[src/otp_pkg.sv]
// Shared constants and types for the calibration cell programming link
package otp_pkg;
	localparam int CLK_HZ = 50000000;
	localparam int CYC_PER_MS = CLK_HZ / 1000;
	localparam int REFRESH_MS = 5;
	localparam int REFRESH_CYC = REFRESH_MS * CYC_PER_MS;
	localparam int PULSE_MIN_MS = 100;
	localparam int PULSE_TYP_MS = 120;
	localparam int PULSE_MAX_MS = 200;
	localparam int PULSE_CYC = PULSE_TYP_MS * CYC_PER_MS;
	localparam int OTP_BITS = 9;
	localparam int SEAL_POS = 0;
	localparam int TEMP_POS = 1;
	localparam int TEMP_W = 3;
	localparam int CONTRAST_POS = 4;
	localparam int CONTRAST_W = 5;
	localparam int CONT_POS = 7;
	localparam int DATA_POS = 0;
	localparam logic [7:0] CMD_EXIT_SAVE = 8'hE1;
	localparam logic [7:0] CMD_CALIBRATION_LOAD_MODE = 8'h82;
	localparam logic [7:0] CMD_PWR_MASK = 8'hF9;
	localparam logic [7:0] CMD_PWR_VAL = 8'h29;
	localparam int PC_POS = 1;
	localparam logic [7:0] CMD_DISP_MASK = 8'hFB;
	localparam logic [7:0] CMD_DISP_VAL = 8'hA9;
	localparam int DON_POS = 2;
	localparam logic [7:0] CMD_DAL_MASK = 8'hFE;
	localparam logic [7:0] CMD_DAL_VAL = 8'hA4;
	localparam int DAL_POS = 0;
	localparam logic RST_DON = 1'b0;
	localparam logic RST_DAL = 1'b0;
	localparam logic [1:0] RST_PC = 2'h0;
	localparam logic [8:0] RST_SHREG = 9'h000;
	localparam logic [8:0] RST_CELLS = 9'h000;
	localparam logic [31:0] REG_CMD = 32'h0000_0000;
	localparam logic [31:0] REG_CTRL = 32'h0000_0004;
	localparam logic [31:0] REG_STATUS = 32'h0000_0008;
	localparam int CMD_DC_POS = 8;
	localparam int CMD_RW_POS = 9;
	localparam int CTRL_PULSE_POS = 0;
	localparam int CTRL_WAIT_POS = 1;
	localparam int CTRL_RESET_POS = 2;
	localparam int STAT_BUSY_POS = 0;
	localparam int STAT_REFUSED_POS = 1;
	localparam int STAT_CALIBRATION_LOAD_MODE_POS = 2;
	localparam int STAT_LOADED_POS = 4;
	localparam int STAT_BURNED_POS = 16;
	typedef enum logic [2:0] {
		ST_SAVE = 3'b001,
		ST_NORMAL = 3'b010,
		ST_CALIBRATION_LOAD_MODE = 3'b100
	} dev_state_t;
	typedef enum logic [2:0] {
		HS_IDLE = 3'b001,
		HS_WAIT = 3'b010,
		HS_PULSE = 3'b100
	} host_state_t;
endpackage

[src/otp_link_if.sv]
// Command byte and programming supply link between host and device
`timescale 1ns/1ps
interface otp_link_if;
	logic byte_valid;
	logic byte_dc;
	logic byte_rw;
	logic [7:0] byte_data;
	logic prog_supply;
	logic lcd_supply;
	logic ext_reset_n;
	modport host (
		output byte_valid,
		output byte_dc,
		output byte_rw,
		output byte_data,
		output prog_supply,
		output lcd_supply,
		output ext_reset_n
	);
	modport device (
		input byte_valid,
		input byte_dc,
		input byte_rw,
		input byte_data,
		input prog_supply,
		input lcd_supply,
		input ext_reset_n
	);
endinterface

[src/otp_device.sv]
// Display driver end: command decoder, refresh timer and calibration load mode
// Operation
// - Shift register one burns its cell
// - Shift register zero leaves cell unchanged
// - Burned cell stays one forever
// - Host never reburns a cell reading one
// - Host burns one cell per pulse
// - Any order; seal bit burned last
// - Burned seal blocks calibration load mode
// - Host leaves power-save, waits 5 ms
// - Host re-enters power-down, then enters mode
// - Bytes carry D7 one, data D0, MSB first
// - Ninth byte seal, D7 kept one
// - Host pulses supplies after each load
// - Host ends session with external reset
// - Supplies only in power-down and mode
// - Pulse lasts 100 to 200 ms
// - D7 zero or reset leaves mode
// - Set shift register seal ignores entry
// - Mode uses only D7 and D0
// - Entry blocked until refresh completes
//
// The AHB-Lite slave port and the register offsets were decided locally.
`timescale 1ns/1ps
module otp_device #(
	parameter int REFRESH_CYC = otp_pkg::REFRESH_CYC
) (
	input wire logic hclk,
	input wire logic hresetn,
	otp_link_if.device lnk,
	output logic cal_mode,
	output logic refresh_busy,
	output logic refresh_done,
	output logic display_on,
	output logic all_pixels,
	output logic [1:0] power_bits,
	output logic [4:0] contrast_trim,
	output logic [2:0] temp_coeff_trim,
	output logic seal,
	output logic [8:0] otp_cells
);
	localparam int CNT_W = $clog2(REFRESH_CYC + 1);
	localparam logic [CNT_W-1:0] CNT_LOAD = CNT_W'(REFRESH_CYC);
	localparam logic [CNT_W-1:0] CNT_ONE = CNT_W'(1);

	function automatic logic cmd_match(input logic [7:0] b, input logic [7:0] mask, input logic [7:0] val);
		cmd_match = ((b & mask) == val);
	endfunction

	otp_pkg::dev_state_t state_r;
	otp_pkg::dev_state_t state_nxt;
	logic [CNT_W-1:0] cnt_r;
	logic [CNT_W-1:0] cnt_nxt;
	logic busy_r;
	logic done_r;
	logic don_r;
	logic dal_r;
	logic [1:0] pc_r;
	logic cal_r;
	logic [8:0] shreg;
	logic [8:0] cells;

	wire soft_rst;
	wire byte_cmd;
	wire [7:0] b;
	wire in_save;
	wire in_normal;
	wire in_cal;
	wire hit_exit_save;
	wire hit_calibration_load_mode;
	wire hit_pwr;
	wire hit_disp;
	wire hit_dal;
	wire enter_ok;
	wire go_cal;
	wire cal_byte;
	wire cal_exit;
	wire refresh_start;
	wire refresh_end;
	wire burn;

	// External reset from the host acts as a synchronous clear of control state
	assign soft_rst = ~lnk.ext_reset_n;
	assign byte_cmd = lnk.byte_valid & ~lnk.byte_dc & ~lnk.byte_rw;
	assign b = lnk.byte_data;
	assign in_save = (state_r == otp_pkg::ST_SAVE);
	assign in_normal = (state_r == otp_pkg::ST_NORMAL);
	assign in_cal = (state_r == otp_pkg::ST_CALIBRATION_LOAD_MODE);
	assign hit_exit_save = byte_cmd & in_save & (b == otp_pkg::CMD_EXIT_SAVE);
	assign hit_calibration_load_mode = byte_cmd & in_normal & (b == otp_pkg::CMD_CALIBRATION_LOAD_MODE);
	assign hit_pwr = byte_cmd & ~in_cal & cmd_match(b, otp_pkg::CMD_PWR_MASK, otp_pkg::CMD_PWR_VAL);
	assign hit_disp = byte_cmd & in_normal & cmd_match(b, otp_pkg::CMD_DISP_MASK, otp_pkg::CMD_DISP_VAL);
	assign hit_dal = byte_cmd & in_normal & cmd_match(b, otp_pkg::CMD_DAL_MASK, otp_pkg::CMD_DAL_VAL);
	// Entry needs a finished refresh and a clear seal in the shift register
	assign enter_ok = done_r & ~shreg[otp_pkg::SEAL_POS];
	assign go_cal = hit_calibration_load_mode & enter_ok;
	// In the mode every command byte is data: D0 shifts, D7 continues
	assign cal_byte = byte_cmd & in_cal;
	assign cal_exit = cal_byte & ~b[otp_pkg::CONT_POS];
	// Power control refreshes, except while still in power-save
	assign refresh_start = hit_exit_save | (hit_pwr & in_normal);
	assign refresh_end = busy_r & (cnt_r == CNT_ONE);
	// Both supplies high while in the mode stand for the programming pulse
	assign burn = in_cal & lnk.prog_supply & lnk.lcd_supply;

	otp_cell_array u_cells (
		.hclk(hclk),
		.hresetn(hresetn),
		.clear_en(soft_rst),
		.shift_en(cal_byte),
		.shift_bit(b[otp_pkg::DATA_POS]),
		.load_en(refresh_end),
		.burn_en(burn),
		.shreg(shreg),
		.cells(cells)
	);

	always_comb begin
		state_nxt = state_r;
		case (state_r)
			otp_pkg::ST_SAVE: begin
				if (hit_exit_save) begin
					state_nxt = otp_pkg::ST_NORMAL;
				end
			end
			otp_pkg::ST_NORMAL: begin
				if (go_cal) begin
					state_nxt = otp_pkg::ST_CALIBRATION_LOAD_MODE;
				end
			end
			otp_pkg::ST_CALIBRATION_LOAD_MODE: begin
				if (cal_exit) begin
					state_nxt = otp_pkg::ST_NORMAL;
				end
			end
			default: begin
				state_nxt = otp_pkg::ST_SAVE;
			end
		endcase
	end

	always_comb begin
		cnt_nxt = cnt_r;
		if (refresh_start) begin
			cnt_nxt = CNT_LOAD;
		end else if (busy_r) begin
			cnt_nxt = cnt_r - CNT_ONE;
		end
	end

	always_ff @(posedge hclk or negedge hresetn) begin
		if (!hresetn) begin
			state_r <= otp_pkg::ST_SAVE;
		end else if (soft_rst) begin
			state_r <= otp_pkg::ST_SAVE;
		end else begin
			state_r <= state_nxt;
		end
	end

	always_ff @(posedge hclk or negedge hresetn) begin
		if (!hresetn) begin
			cnt_r <= '0;
			busy_r <= 1'b0;
		end else if (soft_rst) begin
			cnt_r <= '0;
			busy_r <= 1'b0;
		end else begin
			cnt_r <= cnt_nxt;
			busy_r <= refresh_start | (busy_r & ~refresh_end);
		end
	end

	// Seal in the shift register is only trusted after a refresh
	always_ff @(posedge hclk or negedge hresetn) begin
		if (!hresetn) begin
			done_r <= 1'b0;
		end else if (soft_rst) begin
			done_r <= 1'b0;
		end else if (refresh_end) begin
			done_r <= 1'b1;
		end
	end

	always_ff @(posedge hclk or negedge hresetn) begin
		if (!hresetn) begin
			pc_r <= otp_pkg::RST_PC;
			don_r <= otp_pkg::RST_DON;
			dal_r <= otp_pkg::RST_DAL;
		end else if (soft_rst) begin
			pc_r <= otp_pkg::RST_PC;
			don_r <= otp_pkg::RST_DON;
			dal_r <= otp_pkg::RST_DAL;
		end else begin
			if (hit_pwr) begin
				pc_r <= b[otp_pkg::PC_POS +: 2];
			end
			if (hit_disp) begin
				don_r <= b[otp_pkg::DON_POS];
			end
			if (hit_dal) begin
				dal_r <= b[otp_pkg::DAL_POS];
			end
		end
	end

	always_ff @(posedge hclk or negedge hresetn) begin
		if (!hresetn) begin
			cal_r <= 1'b0;
		end else begin
			cal_r <= in_cal;
		end
	end

	assign cal_mode = cal_r;
	assign refresh_busy = busy_r;
	assign refresh_done = done_r;
	assign display_on = don_r;
	assign all_pixels = dal_r;
	assign power_bits = pc_r;
	assign contrast_trim = shreg[otp_pkg::CONTRAST_POS +: otp_pkg::CONTRAST_W];
	assign temp_coeff_trim = shreg[otp_pkg::TEMP_POS +: otp_pkg::TEMP_W];
	assign seal = shreg[otp_pkg::SEAL_POS];
	assign otp_cells = cells;
endmodule // otp_device

[src/otp_cell_array.sv]
// Calibration shift register and its one-time-programmable cells
`timescale 1ns/1ps
module otp_cell_array (
	input wire logic hclk,
	input wire logic hresetn,
	input wire logic clear_en,
	input wire logic shift_en,
	input wire logic shift_bit,
	input wire logic load_en,
	input wire logic burn_en,
	output logic [8:0] shreg,
	output logic [8:0] cells
);
	always_ff @(posedge hclk or negedge hresetn) begin
		if (!hresetn) begin
			shreg <= otp_pkg::RST_SHREG;
		end else if (clear_en) begin
			shreg <= otp_pkg::RST_SHREG;
		end else if (shift_en) begin
			shreg <= {shreg[7:0], shift_bit};
		end else if (load_en) begin
			shreg <= cells;
		end
	end

	// Cells only gain ones; a zero in the shift register leaves its cell alone
	always_ff @(posedge hclk or negedge hresetn) begin
		if (!hresetn) begin
			cells <= otp_pkg::RST_CELLS;
		end else if (burn_en) begin
			cells <= cells | shreg;
		end
	end
endmodule // otp_cell_array

[src/flat_wrapper.sv]
// flat-port wrapper written by rule: the top's interface ports become plain ports
module otp_device_flat 
#(
	parameter int REFRESH_CYC = otp_pkg::REFRESH_CYC
)
  (hclk, hresetn, cal_mode, refresh_busy, refresh_done, display_on, all_pixels, power_bits, contrast_trim, temp_coeff_trim, seal, otp_cells, lnk_byte_valid, lnk_byte_dc, lnk_byte_rw, lnk_byte_data, lnk_prog_supply, lnk_lcd_supply, lnk_ext_reset_n);
  otp_link_if lnk_i ();
  input wire logic hclk;
  input wire logic hresetn;
  output logic cal_mode;
  output logic refresh_busy;
  output logic refresh_done;
  output logic display_on;
  output logic all_pixels;
  output logic [1:0] power_bits;
  output logic [4:0] contrast_trim;
  output logic [2:0] temp_coeff_trim;
  output logic seal;
  output logic [8:0] otp_cells;
  input wire logic [$bits(lnk_i.byte_valid)-1:0] lnk_byte_valid;
  input wire logic [$bits(lnk_i.byte_dc)-1:0] lnk_byte_dc;
  input wire logic [$bits(lnk_i.byte_rw)-1:0] lnk_byte_rw;
  input wire logic [$bits(lnk_i.byte_data)-1:0] lnk_byte_data;
  input wire logic [$bits(lnk_i.prog_supply)-1:0] lnk_prog_supply;
  input wire logic [$bits(lnk_i.lcd_supply)-1:0] lnk_lcd_supply;
  input wire logic [$bits(lnk_i.ext_reset_n)-1:0] lnk_ext_reset_n;
  assign lnk_i.byte_valid = lnk_byte_valid;
  assign lnk_i.byte_dc = lnk_byte_dc;
  assign lnk_i.byte_rw = lnk_byte_rw;
  assign lnk_i.byte_data = lnk_byte_data;
  assign lnk_i.prog_supply = lnk_prog_supply;
  assign lnk_i.lcd_supply = lnk_lcd_supply;
  assign lnk_i.ext_reset_n = lnk_ext_reset_n;
  otp_device #(.REFRESH_CYC(REFRESH_CYC)) u_core (.hclk(hclk), .hresetn(hresetn), .lnk(lnk_i), .cal_mode(cal_mode), .refresh_busy(refresh_busy), .refresh_done(refresh_done), .display_on(display_on), .all_pixels(all_pixels), .power_bits(power_bits), .contrast_trim(contrast_trim), .temp_coeff_trim(temp_coeff_trim), .seal(seal), .otp_cells(otp_cells));
endmodule
[config.mk]
export PLATFORM = sky130hd
export DESIGN_NAME = otp_device_flat
export DESIGN_NICKNAME = d
export VERILOG_FILES = /design/src/otp_pkg.sv /design/src/otp_link_if.sv /design/src/otp_device.sv /design/src/otp_cell_array.sv /design/src/flat_wrapper.sv
export SDC_FILE = /design/constraint.sdc
export NUM_CORES = 1
export LEC_CHECK = 0
export BUFFER_PORTS_ARGS = -buffer_cell sky130_fd_sc_hd__buf_2
export CAP_MARGIN = 5
export CELL_PAD_IN_SITES_DETAIL_PLACEMENT = 0
export CELL_PAD_IN_SITES_GLOBAL_PLACEMENT = 1
export CORE_MARGIN = 2
export CORE_UTILIZATION = 46
export CTS_BUF_LIST = sky130_fd_sc_hd__clkbuf_4
export DETAILED_ROUTE_END_ITERATION = 16
export PLACE_DENSITY_LB_ADDON = 0.3
export SLEW_MARGIN = 0
export SYNTH_ARGS = -nofsm -noshare
export SYNTH_HDL_FRONTEND = slang
export SYNTH_HIERARCHICAL = 1
export SYNTH_SLANG_ARGS = --single-unit
[constraint.sdc]
create_clock -name hclk -period 2.1 [get_ports hclk]
set_clock_uncertainty 0.1 [all_clocks]
set_input_delay 0.315 -clock hclk [delete_from_list [all_inputs] [get_ports hclk]]
set_output_delay 0.315 -clock hclk [all_outputs]
set_load 0.01 [all_outputs]
==> impl_metrics.py <==
metrics = {
    "final_layout": {
        "diodes": 0,
        "regArea_um2": 1150,
        "final_nets": 284,
        "multi_input_area_um2": 1180,
        "final_layout_size_suffix_gt1_share_pct": 31.8,
        "syn2layout_area_growth_pct": 19.4,
        "fillCellCount": 475,
    },
    "yosys": {
        "postSynthAreaPerCell_um2": 11.4,
        "yosysTopAreaCellShare_pct": 46.9,
        "synthDistinctLibCells": 57,
        "synth_seq_cells": 46,
        "synth-edff-count": 0,
        "yosys_warnings": 6,
        "synth-main-ff-cell": "dfrtp_1",
        "synth_cells": 211,
        "synthesis.area_um2": 2400,
        "ys_seq_area_share_pct": 47.9,
        "yosysTopAreaCell": "dfrtp_1",
        "async_reset_ff_share_pct": 100,
        "netlist_top_cells_area": "dfrtp_1, mux2i_1, a211oi_1, nor3_1, a21o_1",
        "syn-num-nets": 229,
    },
    "floorplan": {
        "coreArea_um2": 5070,
        "dieHeight_um": 76.3,
        "dieArea_um2": 5820,
        "die_x_um": 76.3,
        "rows": 26,
        "start_util_pct": 47.4,
        "io_pins": 41,
    },
    "cts": {
        "root_buffer": "clkbuf_4",
        "insertion_delay_ps": 360,
        "clock_sinks": 46,
        "cts_buffers": 5,
        "postCtsSetupBuffers": 0,
        "htreeDepth": 2,
        "cts_tree": "built",
        "clk_path_buf_depth": 2,
        "clk_pin_slew_ps": 140,
    },
    "detailed_routing": {
        "wl_met1_um": 2570,
        "drc": 0,
        "routed-via-count": 1825,
        "initialDrtViolationCount": 89,
        "routed_wl_um": 5110,
        "wl_per_cell_um": 15.2,
        "drt-pass1-iter-count": 4,
        "highest_layer": "met4",
        "ant_nets": 0,
        "wl_met2_um": 2270,
        "avgViaCountPerCell": 5.42,
        "met3WireLength_um": 212,
    },
    "power_and_ir_drop": {
        "finalPower_w": 0.00150,
        "leakage_nw": 1.41,
        "cellPowerDensity_nw_per_um2": 524,
        "ir_worst_vdd_uv": 258,
    },
    "sta": {
        "hold_viol_final": 0,
        "timing.slew.headroom_pct": 56.2,
        "timing.fmax_ghz": 0.507,
        "setup_tns_ps": 0,
        "layout_worst_path_cycle_share_pct": 93.9,
        "tightest_slew_ps": 657,
        "rsz0062_at_grt": "no",
        "slew_viol_final": 0,
        "finalSetupViolCount": 0,
        "fin_crit_ps": 1970,
    },
    "setup_path": {
        "arrival_ps": 2130,
        "critPathRequiredTime_ps": 2260,
        "end_kind": "flop",
        "worstSetupPathType": "reg -> reg",
        "start_kind": "flop",
        "crit_fanout": 4,
    },
    "global_routing": {
        "grt_max_degree": 31,
        "grt_usage_pct": 18.4,
        "grt_antenna_before_repair": 0,
        "grt_pass1_vias": 1774,
        "grt_pass1_wl_um": 8740,
        "grt_overflow_total": 0,
    },
    "place": {
        "hpwl_um": 3620,
        "port_buffers": 40,
        "gp_congestion": 0.784,
    },
    "run_status": {
        "status": "complete, no violations",
    },
    "flow_run": {
        "maxCapViolations": 0,
    },
    "min_path": {
        "hp-class": "in -> reg",
    },
}
## through the flow
step / hold slack [ps] / cell area (µm²) / cells / worst slack [ps] / utilization [%]
floorplan: -80.6 / 2400 / 211 / 187 / -
global placement: 287 / 2780 / 328 / 181 / 54.7
detailed placement: 289 / 2780 / 328 / 155 / 54.7
CTS: 130 / 2870 / 337 / 126 / 56.6
global route: 158 / 2870 / 337 / 23.5 / 56.6
finish: 143 / 2870 / 337 / 127 / 56.6
## layout make-up
class | instances | area share [%]
multi-input combinational | 152 | 41.2
sequential | 46 | 40.1
inverter | 5 | 0.654
timing repair buffer | 56 | 12.1
clock buffer | 6 | 1.57
tap | 70 | 3.05
clock inverter | 2 | 1.31
## synth_stat cells (2+ instances only)
master	n
xnor2_1	6
nand3_1	3
a21boi_0	2
nand3b_1	2
mux2i_1	13
nor2_1	9
ha_1	2
a21o_1	9
and4b_1	2
a211oi_1	11
nor4_1	5
o31ai_1	2
clkbuf_1	3
nor3_1	15
buf_4	3
or3b_1	2
o31a_1	4
buf_6	2
dfrtp_1	45
inv_1	3
o31a_2	5
nor4b_1	4
and2b_1	6
o21a_1	6
nor2b_1	5
nand4_1	2
nand2_1	4
o21ai_0	2
xor2_1	3
nand4b_1	2
nor3b_1	2
or3_1	2
## metal layers
metal,track usage [%],vias to the layer above
met5,0,-
met4,5.09,0
met3,4.38,7
met2,28.7,32
met1,25.7,890
li1,-,896
## power breakdown
group | switching, W | internal, W | total (W)
clock | 0.000279 | 0.000264 | 0.000543
sequential | 0.000000480 | 0.000886 | 0.000887
combinational | 0.0000487 | 0.0000261 | 0.0000749
total | 0.000328 | 0.00118 | 0.00150
## worst paths after layout
check	start	endpoint	slack, ps	depth (start not counted)
worst max-delay path	u_core/cnt_r[0]$_DFFE_PN0P_	u_core/cnt_r[12]$_DFFE_PN0P_	130	6
worst min-delay path	lnk_byte_data[1]	u_core/power_bits[0]$_DFFE_PN0P_	140	3
worst max register to register	u_core/cnt_r[0]$_DFFE_PN0P_	u_core/cnt_r[12]$_DFFE_PN0P_	130	6
worst min register to register	u_core/u_cells/cells[5]$_DFFE_PN0P_	u_core/u_cells/cells[5]$_DFFE_PN0P_	390	1
max in group asynchronous	hresetn	u_core/cnt_r[9]$_DFFE_PN0P_	890	3
min in group asynchronous	hresetn	u_core/cnt_r[11]$_DFFE_PN0P_	400	2
## worst max-delay path, cell delays in order, from the launching register on
cell	delay [ps]
dfrtp_1	450
inv_1	80
ha_1	210
nand4bb_1	240
nor4b_2	340
a21boi_0	130
o31a_2	330
## what timing repair did
action | CTS | global route
hold endpoints to repair | 27 | 0
gates resized for setup | 0 | 0
hold buffers | 1 | 0
## cells by family (layout without fill, tap and decap cells)
family          after synthesis  count (layout)  synth area share, %
simple gates                 83              83                 23.8
flops                        46              46                 47.9
compound gates               45              45                 15.4
mux                          13              13                 5.41
buf+inv                      13              69                 3.12
xor+xnor                      9               9                 3.28
fa+ha+maj                     2               2                 1.04
## placed cells by master, fill, tap and decap left out, drive strengths merged, types with 4 or more instances in the layout
master,netlist,final
inv,4,4
o31a,9,9
and2b,7,7
nor2b,5,5
nor3,16,16
buf,5,55
o21a,6,6
nand2,5,5
nor4,6,6
xnor2,6,6
dfrtp,45,45
nor4b,5,5
clkbuf,3,6
nor2,9,9
mux2i,13,13
a211oi,12,12
a21o,9,9
## registers in the layout, indices dropped and copies added (netlist names)
| signal | count |
|---|---|
| u_core/all_pixels | 1 |
| u_core/cnt_r | 18 |
| u_core/state_r | 3 |
| u_core/cal_mode | 1 |
| u_core/u_cells/shreg | 9 |
| u_core/refresh_busy | 1 |
| u_core/u_cells/cells | 9 |
| u_core/display_on | 1 |
| u_core/power_bits | 2 |
| u_core/refresh_done | 1 |
No activity file was read; power rests on OpenSTA's default activity.
